[config.mk]
export PLATFORM = sky130hd
export DESIGN_NAME = desq_top
export DESIGN_NICKNAME = d
export VERILOG_FILES = /design/src/core/desq_pkg.sv /design/src/core/desq_tick_gen.sv /design/src/core/desq_top.sv
export SDC_FILE = /design/constraint.sdc
export NUM_CORES = 1
export LEC_CHECK = 0
export BUFFER_PORTS_ARGS = -buffer_cell sky130_fd_sc_hd__buf_2
export CAP_MARGIN = 25
export CORE_ASPECT_RATIO = 1.25
export CORE_UTILIZATION = 53
export DETAILED_ROUTE_END_ITERATION = 8
export PLACE_DENSITY = 0.84
export SLEW_MARGIN = 20
export SYNTH_ARGS = -nofsm -noshare
export SYNTH_HDL_FRONTEND = slang
export SYNTH_HIERARCHICAL = 1
export SYNTH_SLANG_ARGS = --single-unit
[constraint.sdc]
create_clock -name clk_i -period 1.9 [get_ports clk_i]
set_input_delay 0.38 -clock clk_i [delete_from_list [all_inputs] [get_ports clk_i]]
set_output_delay 0.38 -clock clk_i [all_outputs]
set_load 0.05 [all_outputs]
[src/core/desq_pkg.sv]
// Constants shared by the drive enable sequencer, its machine model and its test bench.
// Assumes a 40 MHz system clock and a classic Wishbone register port.
package desq_pkg;

  // Clock rate in MHz
  localparam int CLK_MHZ = 40;

  // Sampling periods and disable windows in microseconds
  localparam int SEQ_TICK_US = 4000;
  localparam int LIMIT_TICK_US = 250;
  localparam int STO_LIMIT_US = 20000;
  localparam int FAST_LIMIT_US = 600;
  localparam int LIMIT_RESP_US = 750;

  // Cycle counts derived from the times above
  localparam int SEQ_TICK_CYCLES = SEQ_TICK_US * CLK_MHZ;
  localparam int LIMIT_TICK_CYCLES = LIMIT_TICK_US * CLK_MHZ;
  localparam int STO_LIMIT_CYCLES = STO_LIMIT_US * CLK_MHZ;
  localparam int FAST_LIMIT_CYCLES = FAST_LIMIT_US * CLK_MHZ;
  localparam int LIMIT_RESP_CYCLES = LIMIT_RESP_US * CLK_MHZ;

  // Register byte offsets
  localparam logic [3:0] REG_STATUS_OFS = 4'h0;
  localparam logic [3:0] REG_SEQ_OFS = 4'h4;
  localparam logic [3:0] REG_LIMIT_OFS = 4'h8;
  localparam logic [3:0] REG_DIO_OFS = 4'hc;

  // Sequencing register fields
  localparam int SEQ_RUN_FWD_BIT = 0;
  localparam int SEQ_JOG_BIT = 1;
  localparam int SEQ_RUN_REV_BIT = 2;
  localparam int SEQ_DIR_SEL_BIT = 3;
  localparam int SEQ_RUN_BIT = 4;
  localparam int SEQ_JOG_REV_BIT = 5;
  localparam int SEQ_NOT_STOP_BIT = 6;
  localparam int SEQ_LATCH_EN_BIT = 7;
  localparam int SEQ_WIDTH = 8;
  localparam logic [7:0] SEQ_RESET = 8'h00;

  // Limit switch register fields
  localparam int LIM_FWD_BIT = 0;
  localparam int LIM_REV_BIT = 1;
  localparam logic [1:0] LIMIT_RESET = 2'h0;

  // Digital I/O configuration fields
  localparam int NUM_DIO = 6;
  localparam int DIO_INPUT_LSB = 0;
  localparam int DIO_ROUTE_LSB = 8;
  localparam int DIO_INVERT_LSB = 16;
  localparam logic [5:0] DIO_RESET = 6'h00;

  // Status register fields
  localparam int ST_ENABLE_BIT = 0;
  localparam int ST_MIRROR_BIT = 1;
  localparam int ST_RUN_BIT = 2;
  localparam int ST_REVERSE_BIT = 3;
  localparam int ST_JOG_BIT = 4;
  localparam int ST_LIMIT_BIT = 5;
  localparam int ST_TRIP_BIT = 6;

  // Speed demand width
  localparam int SPEED_W = 16;

  // Jog sequencer states
  typedef enum logic [1:0] {JOG_IDLE, JOG_RUN_FWD, JOG_RUN_REV} desq_jog_state_type;

endpackage : desq_pkg

[src/core/desq_tick_gen.sv]
// Periodic one-cycle tick generator for the sequencer sampling clocks.
// Assumes a synchronous active-high reset; CYCLES must be at least 2.
`timescale 1ns/100ps
`default_nettype none

module desq_tick_gen #(
  parameter int CYCLES = 16
) (
  // Clock and reset
  input wire logic clk_i,
  input wire logic rst_i,
  // One-cycle tick every CYCLES clocks
  output logic tick_o
);

  localparam int CW = $clog2(CYCLES);
  localparam logic [CW-1:0] LAST = CW'(CYCLES - 1);

  // Free running counter
  logic [CW-1:0] count;

  // Count wraps at LAST and fires the tick in the same edge
  always_ff @(posedge clk_i) begin
    if (rst_i) begin
      count <= '0;
      tick_o <= 1'b0;
    end else begin
      tick_o <= (count == LAST);
      count <= (count == LAST) ? '0 : count + CW'(1);
    end
  end

endmodule : desq_tick_gen

`default_nettype wire

[src/core/desq_top.sv]
// Drive enable status and run sequencer with a Wishbone register port.
// Assumes all pins synchronous to clk_i; speed demand is the summed pre-ramp and hard reference.
`timescale 1ns/100ps
`default_nettype none

module desq_top import desq_pkg::*; #(
  parameter int SEQ_TICK_CYC = SEQ_TICK_CYCLES,
  parameter int LIMIT_TICK_CYC = LIMIT_TICK_CYCLES,
  parameter int STO_LIMIT_CYC = STO_LIMIT_CYCLES,
  parameter int FAST_LIMIT_CYC = FAST_LIMIT_CYCLES,
  parameter int LIMIT_RESP_CYC = LIMIT_RESP_CYCLES
) (
  // Clock and reset
  input wire logic clk_i,
  input wire logic rst_i,
  // Classic Wishbone slave
  input wire logic wb_cyc_i,
  input wire logic wb_stb_i,
  input wire logic wb_we_i,
  input wire logic [3:0] wb_adr_i,
  input wire logic [3:0] wb_sel_i,
  input wire logic [31:0] wb_dat_i,
  output logic [31:0] wb_dat_o,
  output logic wb_ack_o,
  // Enable sources
  input wire logic torque_off_terminal_i,
  input wire logic [NUM_DIO-1:0] dio_in_i,
  // Trip conditions
  input wire logic ac_overcurrent_trip_i,
  input wire logic ten_volt_supply_trip_i,
  input wire logic twentyfour_volt_supply_trip_i,
  input wire logic brake_overcurrent_trip_i,
  input wire logic overvoltage_trip_i,
  // Motion state
  input wire logic signed [SPEED_W-1:0] speed_demand_i,
  input wire logic motor_stopped_i,
  // Drive outputs
  output logic gate_drive_enable_o,
  output logic enable_status_bit_o,
  output logic enable_input_mirror_o,
  output logic drive_run_o,
  output logic drive_reverse_o,
  output logic limit_stop_o
);

  // Latch one run bit: hold or set while not-stop, else clear
  function automatic logic latch_step(input logic held, input logic cmd, input logic not_stop);
    latch_step = not_stop & (held | cmd);
  endfunction : latch_step

  // Merge write data into a register under the byte enables
  function automatic logic [31:0] wb_merge(input logic [31:0] old, input logic [31:0] data,
                                           input logic [3:0] sel);
    logic [31:0] res;
    res = old;
    for (int b = 0; b < 4; b++) begin
      if (sel[b]) begin
        res[8*b +: 8] = data[8*b +: 8];
      end
    end
    wb_merge = res;
  endfunction : wb_merge

  // Software registers
  logic [SEQ_WIDTH-1:0] seq_reg;              // Raw sequencing bits
  logic [1:0] limit_reg;                      // Raw limit switch bits
  logic [NUM_DIO-1:0] dio_input;              // Channel set as input
  logic [NUM_DIO-1:0] dio_route;              // Channel destination is enable status
  logic [NUM_DIO-1:0] dio_invert;             // Channel invert setting

  // Sampled copies and latches
  logic [SEQ_WIDTH-1:0] seq_s;                // Sequencing bits seen by the sequencer
  logic [1:0] limit_s;                        // Limit bits seen by the stop logic
  logic latch_fwd;
  logic latch_rev;
  logic latch_run;
  desq_jog_state_type jog_state;

  // Ticks
  logic tick_seq;
  logic tick_limit;

  // Sequencing sample tick
  desq_tick_gen #(.CYCLES(SEQ_TICK_CYC)) u_seq_tick (
    .clk_i(clk_i),
    .rst_i(rst_i),
    .tick_o(tick_seq)
  );

  // Limit switch sample tick
  desq_tick_gen #(.CYCLES(LIMIT_TICK_CYC)) u_limit_tick (
    .clk_i(clk_i),
    .rst_i(rst_i),
    .tick_o(tick_limit)
  );

  // Bus decode
  wire bus_req = wb_cyc_i & wb_stb_i;
  wire bus_wr = bus_req & wb_we_i & ~wb_ack_o;
  wire [31:0] seq_word = {24'h000000, seq_reg};
  wire [31:0] limit_word = {30'h0, limit_reg};
  wire [31:0] dio_word = {8'h00, 2'h0, dio_invert, 2'h0, dio_route, 2'h0, dio_input};

  // Enable combining: channel level after invert, only for routed inputs
  wire [NUM_DIO-1:0] dio_level = dio_in_i ^ dio_invert;
  wire [NUM_DIO-1:0] fast_sel = dio_input & dio_route;
  wire fast_ok = &(~fast_sel | dio_level);
  wire trip_any = ac_overcurrent_trip_i | ten_volt_supply_trip_i | twentyfour_volt_supply_trip_i
                  | brake_overcurrent_trip_i | overvoltage_trip_i;
  wire force_off = ~fast_ok | trip_any;

  // Run command decode from the sampled bits
  wire latch_on = seq_s[SEQ_LATCH_EN_BIT];
  wire eff_fwd = latch_on ? latch_fwd : seq_s[SEQ_RUN_FWD_BIT];
  wire eff_rev = latch_on ? latch_rev : seq_s[SEQ_RUN_REV_BIT];
  wire eff_run = latch_on ? latch_run : seq_s[SEQ_RUN_BIT];
  wire normal_run = eff_fwd | eff_rev | eff_run;
  // Forward wins if a controller mixes both styles against advice
  wire normal_rev = ~eff_fwd & (eff_rev | (eff_run & seq_s[SEQ_DIR_SEL_BIT]));
  wire jog_active = (jog_state != JOG_IDLE);

  // Jog activation edges, seen at the sampling tick
  wire jog_rise = tick_seq & seq_reg[SEQ_JOG_BIT] & ~seq_s[SEQ_JOG_BIT];
  wire jog_rev_rise = tick_seq & seq_reg[SEQ_JOG_REV_BIT] & ~seq_s[SEQ_JOG_REV_BIT];
  wire jog_start_ok = motor_stopped_i & ~normal_run;

  // Limit switches apply by sign of the summed demand
  wire demand_pos = (speed_demand_i > 0);
  wire demand_neg = (speed_demand_i < 0);
  wire limit_hit = (demand_pos & limit_s[LIM_FWD_BIT]) | (demand_neg & limit_s[LIM_REV_BIT])
                   | (~demand_pos & ~demand_neg & |limit_s);

  // Read mux
  logic [31:0] read_word;
  always_comb begin
    unique case (wb_adr_i)
      REG_STATUS_OFS: read_word = {25'h0, trip_any, limit_stop_o, jog_active, drive_reverse_o,
                                   drive_run_o, enable_input_mirror_o, enable_status_bit_o};
      REG_SEQ_OFS: read_word = seq_word;
      REG_LIMIT_OFS: read_word = limit_word;
      REG_DIO_OFS: read_word = dio_word;
      default: read_word = 32'h00000000;  // Unmapped offsets read zero
    endcase
  end

  // Write data merged over the addressed word, so unselected bytes keep their value
  wire [31:0] merged_word = wb_merge(read_word, wb_dat_i, wb_sel_i);

  // Wishbone answer: one wait state, ack drops the cycle after
  always_ff @(posedge clk_i) begin
    if (rst_i) begin
      wb_ack_o <= 1'b0;
      wb_dat_o <= 32'h00000000;
    end else begin
      wb_ack_o <= bus_req & ~wb_ack_o;
      wb_dat_o <= (bus_req & ~wb_ack_o & ~wb_we_i) ? read_word : 32'h00000000;
    end
  end

  // Register writes; status is read-only, unmapped writes ignored
  always_ff @(posedge clk_i) begin
    if (rst_i) begin
      seq_reg <= SEQ_RESET;
      limit_reg <= LIMIT_RESET;
      dio_input <= DIO_RESET;
      dio_route <= DIO_RESET;
      dio_invert <= DIO_RESET;
    end else if (bus_wr) begin
      if (wb_adr_i == REG_SEQ_OFS) begin
        seq_reg <= merged_word[SEQ_WIDTH-1:0];
      end
      if (wb_adr_i == REG_LIMIT_OFS) begin
        limit_reg <= merged_word[1:0];
      end
      if (wb_adr_i == REG_DIO_OFS) begin
        dio_input <= merged_word[DIO_INPUT_LSB +: NUM_DIO];
        dio_route <= merged_word[DIO_ROUTE_LSB +: NUM_DIO];
        dio_invert <= merged_word[DIO_INVERT_LSB +: NUM_DIO];
      end
    end
  end

  // Enable path: forcing acts at once, torque-off reaches status on the slow tick
  always_ff @(posedge clk_i) begin
    if (rst_i) begin
      enable_status_bit_o <= 1'b0;
      gate_drive_enable_o <= 1'b0;
      enable_input_mirror_o <= 1'b0;
    end else begin
      enable_input_mirror_o <= torque_off_terminal_i;
      gate_drive_enable_o <= torque_off_terminal_i & ~force_off;
      if (force_off) begin
        enable_status_bit_o <= 1'b0;
      end else if (tick_seq) begin
        enable_status_bit_o <= torque_off_terminal_i;
      end
    end
  end

  // Sampling of the command bits on their ticks
  always_ff @(posedge clk_i) begin
    if (rst_i) begin
      seq_s <= SEQ_RESET;
      limit_s <= LIMIT_RESET;
    end else begin
      if (tick_seq) begin
        seq_s <= seq_reg;
      end
      if (tick_limit) begin
        limit_s <= limit_reg;
      end
    end
  end

  // Run latches follow the same tick, so they line up with seq_s
  always_ff @(posedge clk_i) begin
    if (rst_i) begin
      latch_fwd <= 1'b0;
      latch_rev <= 1'b0;
      latch_run <= 1'b0;
    end else if (tick_seq) begin
      latch_fwd <= latch_step(latch_fwd, seq_reg[SEQ_RUN_FWD_BIT], seq_reg[SEQ_NOT_STOP_BIT]);
      latch_rev <= latch_step(latch_rev, seq_reg[SEQ_RUN_REV_BIT], seq_reg[SEQ_NOT_STOP_BIT]);
      latch_run <= latch_step(latch_run, seq_reg[SEQ_RUN_BIT], seq_reg[SEQ_NOT_STOP_BIT]);
    end
  end

  // Jog sequencer: starts only from standstill, a normal run takes over
  always_ff @(posedge clk_i) begin
    if (rst_i) begin
      jog_state <= JOG_IDLE;
    end else begin
      unique case (jog_state)
        JOG_IDLE: begin
          if (jog_rise & jog_start_ok) begin
            jog_state <= JOG_RUN_FWD;
          end else if (jog_rev_rise & jog_start_ok) begin
            jog_state <= JOG_RUN_REV;
          end
        end
        JOG_RUN_FWD: begin
          if (~seq_s[SEQ_JOG_BIT] | normal_run) begin
            jog_state <= JOG_IDLE;
          end
        end
        JOG_RUN_REV: begin
          if (~seq_s[SEQ_JOG_REV_BIT] | normal_run) begin
            jog_state <= JOG_IDLE;
          end
        end
        default: jog_state <= JOG_IDLE;  // Fourth code is illegal
      endcase
    end
  end

  // Run, direction and limit stop outputs
  always_ff @(posedge clk_i) begin
    if (rst_i) begin
      drive_run_o <= 1'b0;
      drive_reverse_o <= 1'b0;
      limit_stop_o <= 1'b0;
    end else begin
      drive_run_o <= enable_status_bit_o & (normal_run | jog_active);
      drive_reverse_o <= normal_run ? normal_rev : (jog_state == JOG_RUN_REV);
      limit_stop_o <= limit_hit;
    end
  end

  // Helper counters that only the checks below read
  logic [31:0] sto_low_cnt;
  logic [31:0] fast_low_cnt;
  logic [31:0] limit_wait_cnt;
  always_ff @(posedge clk_i) begin
    if (rst_i) begin
      sto_low_cnt <= 32'h00000000;
      fast_low_cnt <= 32'h00000000;
      limit_wait_cnt <= 32'h00000000;
    end else begin
      sto_low_cnt <= torque_off_terminal_i ? 32'h00000000 : sto_low_cnt + 32'h00000001;
      fast_low_cnt <= fast_ok ? 32'h00000000 : fast_low_cnt + 32'h00000001;
      // Counts while a forward limit is set at positive demand but no stop shows
      limit_wait_cnt <= (limit_reg[LIM_FWD_BIT] & demand_pos & ~limit_stop_o)
                        ? limit_wait_cnt + 32'h00000001 : 32'h00000000;
    end
  end
endmodule : desq_top

`default_nettype wire

==> results of run 1 <==
-- metrics by stage --
stage               cells  area [µm²]
finish                686        5160
global route          686        5160
CTS                   686        5150
detailed placement    670        4970
global placement      670        4970
floorplan             508        4560
-- worst max-delay path by stage --
stage | startpoint | to | slack (ns) | cells after the start
final | u_limit_tick/count[7]$_SDFF_PP0_ | u_limit_tick/count[12]$_SDFF_PP0_ | 0.16 | 4
after global routing | u_limit_tick/count[7]$_SDFF_PP0_ | u_limit_tick/count[11]$_SDFF_PP0_ | 0.08 | 4
after CTS | u_limit_tick/count[7]$_SDFF_PP0_ | u_limit_tick/count[11]$_SDFF_PP0_ | 0.15 | 4
after detailed placement | wb_adr_i[3] | seq_reg[1]$_SDFFE_PP0P_ | 0.15 | 5
after global placement | wb_adr_i[3] | seq_reg[0]$_SDFFE_PP0P_ | 0.20 | 5
after floorplan | u_limit_tick/count[7]$_SDFF_PP0_ | u_limit_tick/count[12]$_SDFF_PP0_ | 0.20 | 5
-- power groups by stage --
stage,clock (µW),combinational [µW],sequential [µW]
3_3_place_gp,0,261,2240
6_report,1250,267,2190
2_1_floorplan,0,179,2240
5_1_grt,1370,290,2190
4_1_cts,1280,267,2190
3_5_place_dp,0,265,2240
-- kinds of logic after synthesis --
group | synth area share, %
other | 0.0830
muxes | 4.57
AOI/OAI and AO/OA | 10.4
xor gates and xnor gates | 6.20
buffers and inverters | 5.90
DFF | 45.6
and+or+nand+nor | 26.7
adders and majority gates | 0.553
-- cells in the final DEF, fill, tap and decap left out, drive strengths merged, types with 4 or more instances in the layout --
cell type    n
clkinv       4
and2        14
conb        12
xor2         9
nor3        15
a21oi       21
mux2         5
o22ai        4
nand2       38
nand3       27
a311oi       4
nor2        76
mux2i       15
a21o         5
a31oi        6
dfxtp      103
o21bai       5
nor3b        6
xnor2       23
inv         10
buf         97
nand4       11
or4          4
nor4        10
clkbuf       9
o21ai        9
nor2b        7
-- metal layers --
layer | up-vias | share of wire (%) | wire (µm) | track usage [%]
li1 | 1887 | - | - | -
met1 | 1763 | 41 | 3930 | 24.6
met2 | 115 | 50 | 4730 | 39.7
met3 | 22 | 5.8 | 556 | 5.48
met4 | 0 | 3.2 | 302 | 10.3
met5 | - | 0 | 0 | 0
-- area by class of cell --
type / instances / share of cell area [%]
well taps: 97 / 2.35
clock buffers: 9 / 2.40
inverters: 9 / 0.654
multi-input cells: 364 / 43.4
flip-flops and latches: 103 / 39.9
repair buffers: 97 / 10.1
clock inverters: 7 / 1.11
-- tightest hold or removal path, cell delays in order --
cell and delay, ns:
buf_2 0.10, nand3_1 0.07, a21oi_1 0.05
==> results.sh, run 1 <==
export IMPL_first_iter_violations=178
export IMPL_worstRegToRegCells=4
export IMPL_grt_max_degree=56
export IMPL_internal_power_uw=2760
export IMPL_cap_violations=0
export IMPL_switching_share_pct=25.6
export IMPL_crit_arrival_ns=2.01
export IMPL_ys_seq_elements=103
export IMPL_slowest_stage="or4_1"
export IMPL_clk_latency_ns=0.38
export IMPL_end_kind="flop"
export IMPL_rr_endpoint="u_limit_tick/count[12]$_SDFF_PP0_"
export IMPL_clockPowerShare_pct=33.8
export IMPL_cts_sinks=103
export IMPL_nNetsFinal=660
export IMPL_drive_above_1_share_pct=23.6
export IMPL_diodes=0
export IMPL_yosysMostFrequentCell="dfxtp_1"
export IMPL_vdd_ir_drop_max_uv=499
export IMPL_rows=37
export IMPL_synth_area_top_cells="dfxtp_1 46%, nor2_1 6.1%, xnor2_1 4.5%"
export IMPL_antenna_found_initial=0
export IMPL_min_period_over_period_pct=91.8
export IMPL_slowest_delay_ns=0.53
export IMPL_routed_via_density=5.52
export IMPL_cts_resized=0
export IMPL_rsz0062_at_grt="false"
export IMPL_gp_congestion=0.802
export IMPL_synth_distinct_cells=63
export IMPL_dp_hpwl_um=7090
export IMPL_crit_required_ns=2.16
export IMPL_p_comb_share_pct=7.2
export IMPL_syn_area_mm2=0.00452
export IMPL_finalPower_uw=3710
export IMPL_synthArstFlopShare_pct=0
export IMPL_p_switching_uw=950
export IMPL_r2r_start="u_limit_tick/count[7]$_SDFF_PP0_"
export IMPL_synth_edf_count=0
export IMPL_cp_start_kind="flop"
export IMPL_synth_ff_type="dfxtp_1"
export IMPL_synth_top_area_share_pct=45.6
export IMPL_yosysSeqAreaShare_pct=45.6
export IMPL_timing_final_hold_violations=0
export IMPL_vias=3787
export IMPL_r2r_slack_ns=0.16
export IMPL_final_setup_worst_slack_ns=0.156
export IMPL_min_period_ns=1.74
export IMPL_grt_pass1_wl_um=15800
export IMPL_reg_top3="wb_dat_o: 20 flops, u_seq_tick/count: 18 flops, u_limit_tick/count: 14 flops"
export IMPL_hold_ws_ns=0.259
export IMPL_setup_tns_ns=0
export IMPL_dieWidth_um=84.6
export IMPL_slew_headroom_pct=65.6
export IMPL_timing_fmax_mhz=573
export IMPL_skew_ns=0.0152
export IMPL_cts_hold_buf=0
export IMPL_criticalPathCategory="flop to flop"
export IMPL_final_core_util_pct=62.7
export IMPL_seq_area_mm2=0.00206
export IMPL_synth_area_per_cell_um2=9.10
export IMPL_power_frac_seq_pct=59.0
export IMPL_io_pins=113
export IMPL_holdPathEnd="dio_invert[2]$_SDFFE_PP0P_"
export IMPL_core_area_mm2=0.00824
export IMPL_wl_um=9510
export IMPL_dr_pass1_iters=6
export IMPL_chipHeight_um=105
export IMPL_cts_setup_buffers=0
export IMPL_place_ws_ns=0.149
export IMPL_worst_slew_pin_slew_ns=0.517
export IMPL_cts_root_buf="clkbuf_8"
export IMPL_ys_top_cells_by_count="103 x dfxtp_1, 74 x nor2_1, 38 x nand2_1"
export IMPL_crit_buf_inv=0
export IMPL_dieArea_mm2=0.00891
export IMPL_overflow=0
export IMPL_regMostFlops="wb_dat_o"
export IMPL_yosys_area_top_type="dfxtp_1"
export IMPL_h_tree_depth=3
export IMPL_cts_clk_slew_worst_paths_ns=0.11
export IMPL_status="complete, no violations"
export IMPL_start_util_pct=54.9
export IMPL_grt_use_total_pct=22.2
export IMPL_crit_family="simple AND/OR/NAND/NOR gates"
export IMPL_clock_tree_buffer_depth=2
export IMPL_hp_start="wb_dat_i[18]"
export IMPL_ant_nets=0
export IMPL_crit_chain="or4_1 -> or4_4 -> nand2b_4 -> nor2_1"
export IMPL_maxSlewViolCount=0
export IMPL_crit_fanout=14
export IMPL_final_fill_count=688
export IMPL_cts_made_buffers=9
export IMPL_multi_input_area_mm2=0.00224
export IMPL_postSynthCellCount=497
export IMPL_io_buffer_count=87
export IMPL_wl_per_cell_um=13.9
export IMPL_grt_pass1_vias=3609
export IMPL_drc=0
export IMPL_ys_warn_count=6
export IMPL_p_per_area_mw_per_mm2=718
export IMPL_hold_depth=3
export IMPL_setup_violations_final=0
export IMPL_syn_to_final_growth_pct=14.2
export IMPL_cts_tree="done"
export IMPL_largest_reg_flops=20
export IMPL_p_leak_uw=0.00203
export IMPL_min_path_type="input port to flop"
Note: power is estimated with default switching activity, not from simulation.
==> run 2, diff against run 1 <==
PLACE_DENSITY = 0.9   (was 0.84)
==> run 2 against run 1 <==
Effect of this change:
- the flow now finishes with violations (design-rule violations)
- count of clock-buffer cells in the layout increased by 3
- routed wire length increased by 2.8%
- die area unchanged
- non-clock buffer count increased by 1
- global-route usage decreased by 0.069 points
- core utilization decreased by 0.11 points
- critical endpoint is now u_limit_tick/count[2]$_SDFF_PP0_
==> results.sh, run 2 (synthesized netlist as in run 1, its figures left out) <==
export IMPL_drive_above_1_share_pct=23.3
export IMPL_violations="design-rule violations"
export IMPL_dieWidth_um=84.6
export IMPL_cp_start_kind="flop"
export IMPL_timing_final_hold_violations=0
export IMPL_vdd_ir_drop_max_uv=363
export IMPL_cts_hold_buf=0
export IMPL_cap_violations=0
export IMPL_status="complete, but fails checks"
export IMPL_final_core_util_pct=62.6
export IMPL_h_tree_depth=3
export IMPL_end_kind="flop"
export IMPL_cts_sinks=103
export IMPL_ant_nets=0
export IMPL_drc=11
export IMPL_antenna_found_initial=0
export IMPL_grt_pass1_wl_um=15800
export IMPL_syn_to_final_growth_pct=14.0
export IMPL_place_ws_ns=0.108
export IMPL_min_path_type="input port to flop"
export IMPL_final_setup_worst_slack_ns=0.154
export IMPL_skew_ns=0.0149
export IMPL_worst_slew_pin_slew_ns=0.479
export IMPL_min_period_ns=1.75
export IMPL_start_util_pct=54.9
export IMPL_rows=37
export IMPL_clk_latency_ns=0.35
export IMPL_overflow=0
export IMPL_rsz0062_at_grt="false"
export IMPL_p_leak_uw=0.00202
export IMPL_dieArea_mm2=0.00891
export IMPL_grt_max_degree=56
export IMPL_slew_headroom_pct=67.6
export IMPL_wl_per_cell_um=14.3
export IMPL_vias=3842
export IMPL_io_buffer_count=87
export IMPL_grt_pass1_vias=3694
export IMPL_largest_reg_flops=20
export IMPL_wl_um=9780
export IMPL_dr_pass1_iters=6
export IMPL_setup_tns_ns=0
export IMPL_crit_fanout=14
export IMPL_grt_use_total_pct=22.1
export IMPL_p_per_area_mw_per_mm2=709
export IMPL_cts_resized=0
export IMPL_cts_tree="done"
export IMPL_chipHeight_um=105
export IMPL_final_common_cell="dfxtp_1"
export IMPL_crit_required_ns=2.14
export IMPL_routed_via_density=5.60
export IMPL_layout_common_cells="103 x dfxtp_1, 87 x buf_2, 74 x nor2_1"
export IMPL_nNetsFinal=661
export IMPL_io_pins=113
export IMPL_gp_congestion=0.878
export IMPL_clock_tree_buffer_depth=2
export IMPL_crit_arrival_ns=1.98
export IMPL_cts_made_buffers=9
export IMPL_regMostFlops="wb_dat_o"
export IMPL_dp_hpwl_um=7190
export IMPL_first_iter_violations=214
export IMPL_cts_root_buf="clkbuf_8"
export IMPL_min_period_over_period_pct=91.9
export IMPL_final_fill_count=668
export IMPL_timing_fmax_mhz=573
export IMPL_core_area_mm2=0.00824
export IMPL_cts_clk_slew_worst_paths_ns=0.10
export IMPL_criticalPathCategory="flop to flop"
export IMPL_reg_top3="wb_dat_o: 20 flops, u_seq_tick/count: 18 flops, u_limit_tick/count: 14 flops"
export IMPL_setup_violations_final=0
export IMPL_cts_setup_buffers=0
export IMPL_maxSlewViolCount=0
export IMPL_diodes=0
-- run 2: cell types whose count changed in the layout (fill, tap and decap cells not counted), sizes merged --
cell,delta
buf,+1
inv,-1
clkbuf,+3
clkinv,-3
-- run 2: layout make-up --
| type | count | area (µm²) | share of cell area, % |
|---|---|---|---|
| Clock buffer | 12 | 145 | 2.82 |
| Clock inverter | 3 | 20.0 | 0.388 |
| Inverter | 9 | 33.8 | 0.655 |
| Multi-Input combinational cell | 364 | 2240 | 43.5 |
| Sequential cell | 103 | 2060 | 40.0 |
| Tap cell | 97 | 121 | 2.35 |
| Timing Repair Buffer | 98 | 531 | 10.3 |
-- run 2: final timing paths --
check	to	slack (ns)	depth (start not counted)	startpoint
worst max-delay path	u_limit_tick/count[2]$_SDFF_PP0_	0.15	4	u_limit_tick/count[5]$_SDFF_PP0_
worst min-delay path	dio_invert[2]$_SDFFE_PP0P_	0.28	3	wb_dat_i[18]
worst max register to register	u_limit_tick/count[2]$_SDFF_PP0_	0.15	4	u_limit_tick/count[5]$_SDFF_PP0_
worst min register to register	u_limit_tick/count[0]$_SDFF_PP0_	0.47	1	u_limit_tick/count[0]$_SDFF_PP0_
-- run 2: critical path, cell delays in order (launching register included) --
cell and delay [ns]:
dfxtp_1 0.36, or4_1 0.51, or4_4 0.51, nand2b_4 0.18, nor2_1 0.07
-- run 2: layer usage --
metal / GRT usage, % / up-vias / wire length (µm)
li1: - / 1884 / -
met1: 24.7 / 1783 / 3950
met2: 40.1 / 152 / 4900
met3: 4.54 / 23 / 626
met4: 10.2 / 0 / 302
met5: 0 / - / 0
-- run 2: power by group --
group          total, µW  switching, µW  internal (µW)
Clock               1200            691            505
Combinational        274            176           97.8
Sequential          2190           14.3           2170
-- run 2: stage by stage --
stage          total power, µW  hold slack [ns]  cell area, µm²  cells
3_5_place_dp              2510            0.452            4980    671
5_1_grt                   3790            0.286            5150    686
6_report                  3660            0.281            5150    686
2_1_floorplan             2420            0.423            4560    508
4_1_cts                   3670            0.277            5150    686
3_3_place_gp              2500            0.437            4980    671
==> run 3, diff against run 2 <==
PLACE_DENSITY = unset   (was 0.9)
PLACE_DENSITY_LB_ADDON = 0.08   (was unset)
==> run 3 against run 2 <==
Effect of this change:
- the flow still finishes with violations (design-rule violations)
- flip-flop and latch count unchanged
- die area unchanged
- combinational power about the same
- global-route usage up 0.080 points
- register-to-register slack about the same
- routed wire length down 0.57%
==> results.sh, run 3 (synthesized netlist as in run 1, its figures left out) <==
export IMPL_wl_per_cell_um=14.1
export IMPL_gp_congestion=0.840
export IMPL_setup_violations_final=0
export IMPL_layout_common_cells="103 x dfxtp_1, 87 x buf_2, 74 x nor2_1"
export IMPL_min_period_ns=1.76
export IMPL_violations="design-rule violations"
export IMPL_final_common_cell="dfxtp_1"
export IMPL_drc=7
export IMPL_maxSlewViolCount=0
export IMPL_vias=3721
export IMPL_cts_hold_buf=0
export IMPL_grtUsageMet2_pct=39.0
export IMPL_routed_via_density=5.39
export IMPL_clock_tree_buffer_depth=2
export IMPL_crit_fanout=14
export IMPL_cts_tree="done"
export IMPL_cts_root_buf="clkbuf_8"
export IMPL_final_core_util_pct=63.3
export IMPL_grt_pass1_vias=3436
export IMPL_start_util_pct=54.9
export IMPL_cts_sinks=103
export IMPL_wl_um=9730
export IMPL_clk_latency_ns=0.36
export IMPL_crit_arrival_ns=2.02
export IMPL_cp_start_kind="flop"
export IMPL_nNetsFinal=664
export IMPL_slew_headroom_pct=62.8
export IMPL_p_per_area_mw_per_mm2=747
export IMPL_largest_reg_flops=20
export IMPL_antenna_found_initial=0
export IMPL_grt_pass1_wl_um=15700
export IMPL_skew_ns=0.0126
export IMPL_syn_to_final_growth_pct=15.4
export IMPL_min_period_over_period_pct=92.5
export IMPL_rows=37
export IMPL_io_pins=113
export IMPL_reg_top3="wb_dat_o: 20 flops, u_seq_tick/count: 18 flops, u_limit_tick/count: 14 flops"
export IMPL_core_area_mm2=0.00824
export IMPL_timing_fmax_mhz=569
export IMPL_dieArea_mm2=0.00891
export IMPL_rsz0062_at_grt="false"
export IMPL_status="complete, but fails checks"
export IMPL_cts_setup_buffers=0
export IMPL_cts_clk_slew_worst_paths_ns=0.10
export IMPL_hold_depth=3
export IMPL_overflow=0
export IMPL_gr_usage_met3_pct=4.31
export IMPL_p_leak_uw=0.00207
export IMPL_dp_hpwl_um=7100
export IMPL_worstRegToRegCells=4
export IMPL_grt_busiest_layer="met2"
export IMPL_drive_above_1_share_pct=24.1
export IMPL_criticalPathCategory="flop to flop"
export IMPL_cts_resized=0
export IMPL_grt_max_degree=56
export IMPL_grt_use_total_pct=22.2
export IMPL_worst_slew_pin_slew_ns=0.554
export IMPL_h_tree_depth=3
export IMPL_cap_violations=0
export IMPL_setup_tns_ns=0
export IMPL_crit_required_ns=2.16
export IMPL_timing_final_hold_violations=0
export IMPL_end_kind="flop"
export IMPL_first_iter_violations=260
export IMPL_diodes=0
export IMPL_vdd_ir_drop_max_uv=523
export IMPL_min_path_type="input port to flop"
export IMPL_ant_nets=0
export IMPL_regMostFlops="wb_dat_o"
export IMPL_chipHeight_um=105
export IMPL_gr_usage_met1_pct=26.9
export IMPL_dieWidth_um=84.6
export IMPL_cts_made_buffers=9
export IMPL_dr_pass1_iters=6
export IMPL_io_buffer_count=87
run 3: final cells by class:
type / count / area [µm²]
Inverter: 9 / 33.8
Tap cell: 97 / 121
Multi-Input combinational cell: 364 / 2230
Fill cell: 748 / 3030
Clock buffer: 10 / 138
Clock inverter: 6 / 73.8
Sequential cell: 103 / 2060
Timing Repair Buffer: 101 / 553
run 3: layer usage:
layer | vias up | share of wire (%)
met3 | 16 | 4.4
met4 | 0 | 2.2
met5 | - | 0
met1 | 1723 | 44
met2 | 93 | 50
li1 | 1889 | -
run 3: path summary, 6_finish.rpt:
path / from / to / slack, ns
hold reg to reg: u_limit_tick/count[0]$_SDFF_PP0_ / u_limit_tick/count[0]$_SDFF_PP0_ / 0.47
hold / removal: wb_dat_i[20] / dio_invert[4]$_SDFFE_PP0P_ / 0.26
setup reg to reg: u_limit_tick/count[5]$_SDFF_PP0_ / u_limit_tick/count[3]$_SDFF_PP0_ / 0.14
setup / recovery: u_limit_tick/count[5]$_SDFF_PP0_ / u_limit_tick/count[3]$_SDFF_PP0_ / 0.14
run 3: power breakdown:
group          internal (µW)  leakage (µW)  switching, µW
registers               2170      0.000831           14.0
logic                   97.1       0.00113            178
clock network            664      0.000108            771
run 3: critical path, cell delays in order (launching register included):
cell      delay (ns)
dfxtp_1         0.37
or4_1           0.52
or4_4           0.52
nand2b_4        0.17
nor2_1          0.07
run 3: stage by stage:
step	hold slack, ns	total power (µW)	setup WS [ns]	instances	cell area [µm²]
2_1_floorplan	0.423	2420	0.200	508	4560
3_3_place_gp	0.439	2510	0.182	674	5000
3_5_place_dp	0.456	2510	0.156	674	5000
4_1_cts	0.248	3940	0.131	690	5220
5_1_grt	0.252	4050	0.0398	690	5220
6_report	0.262	3900	0.142	690	5220
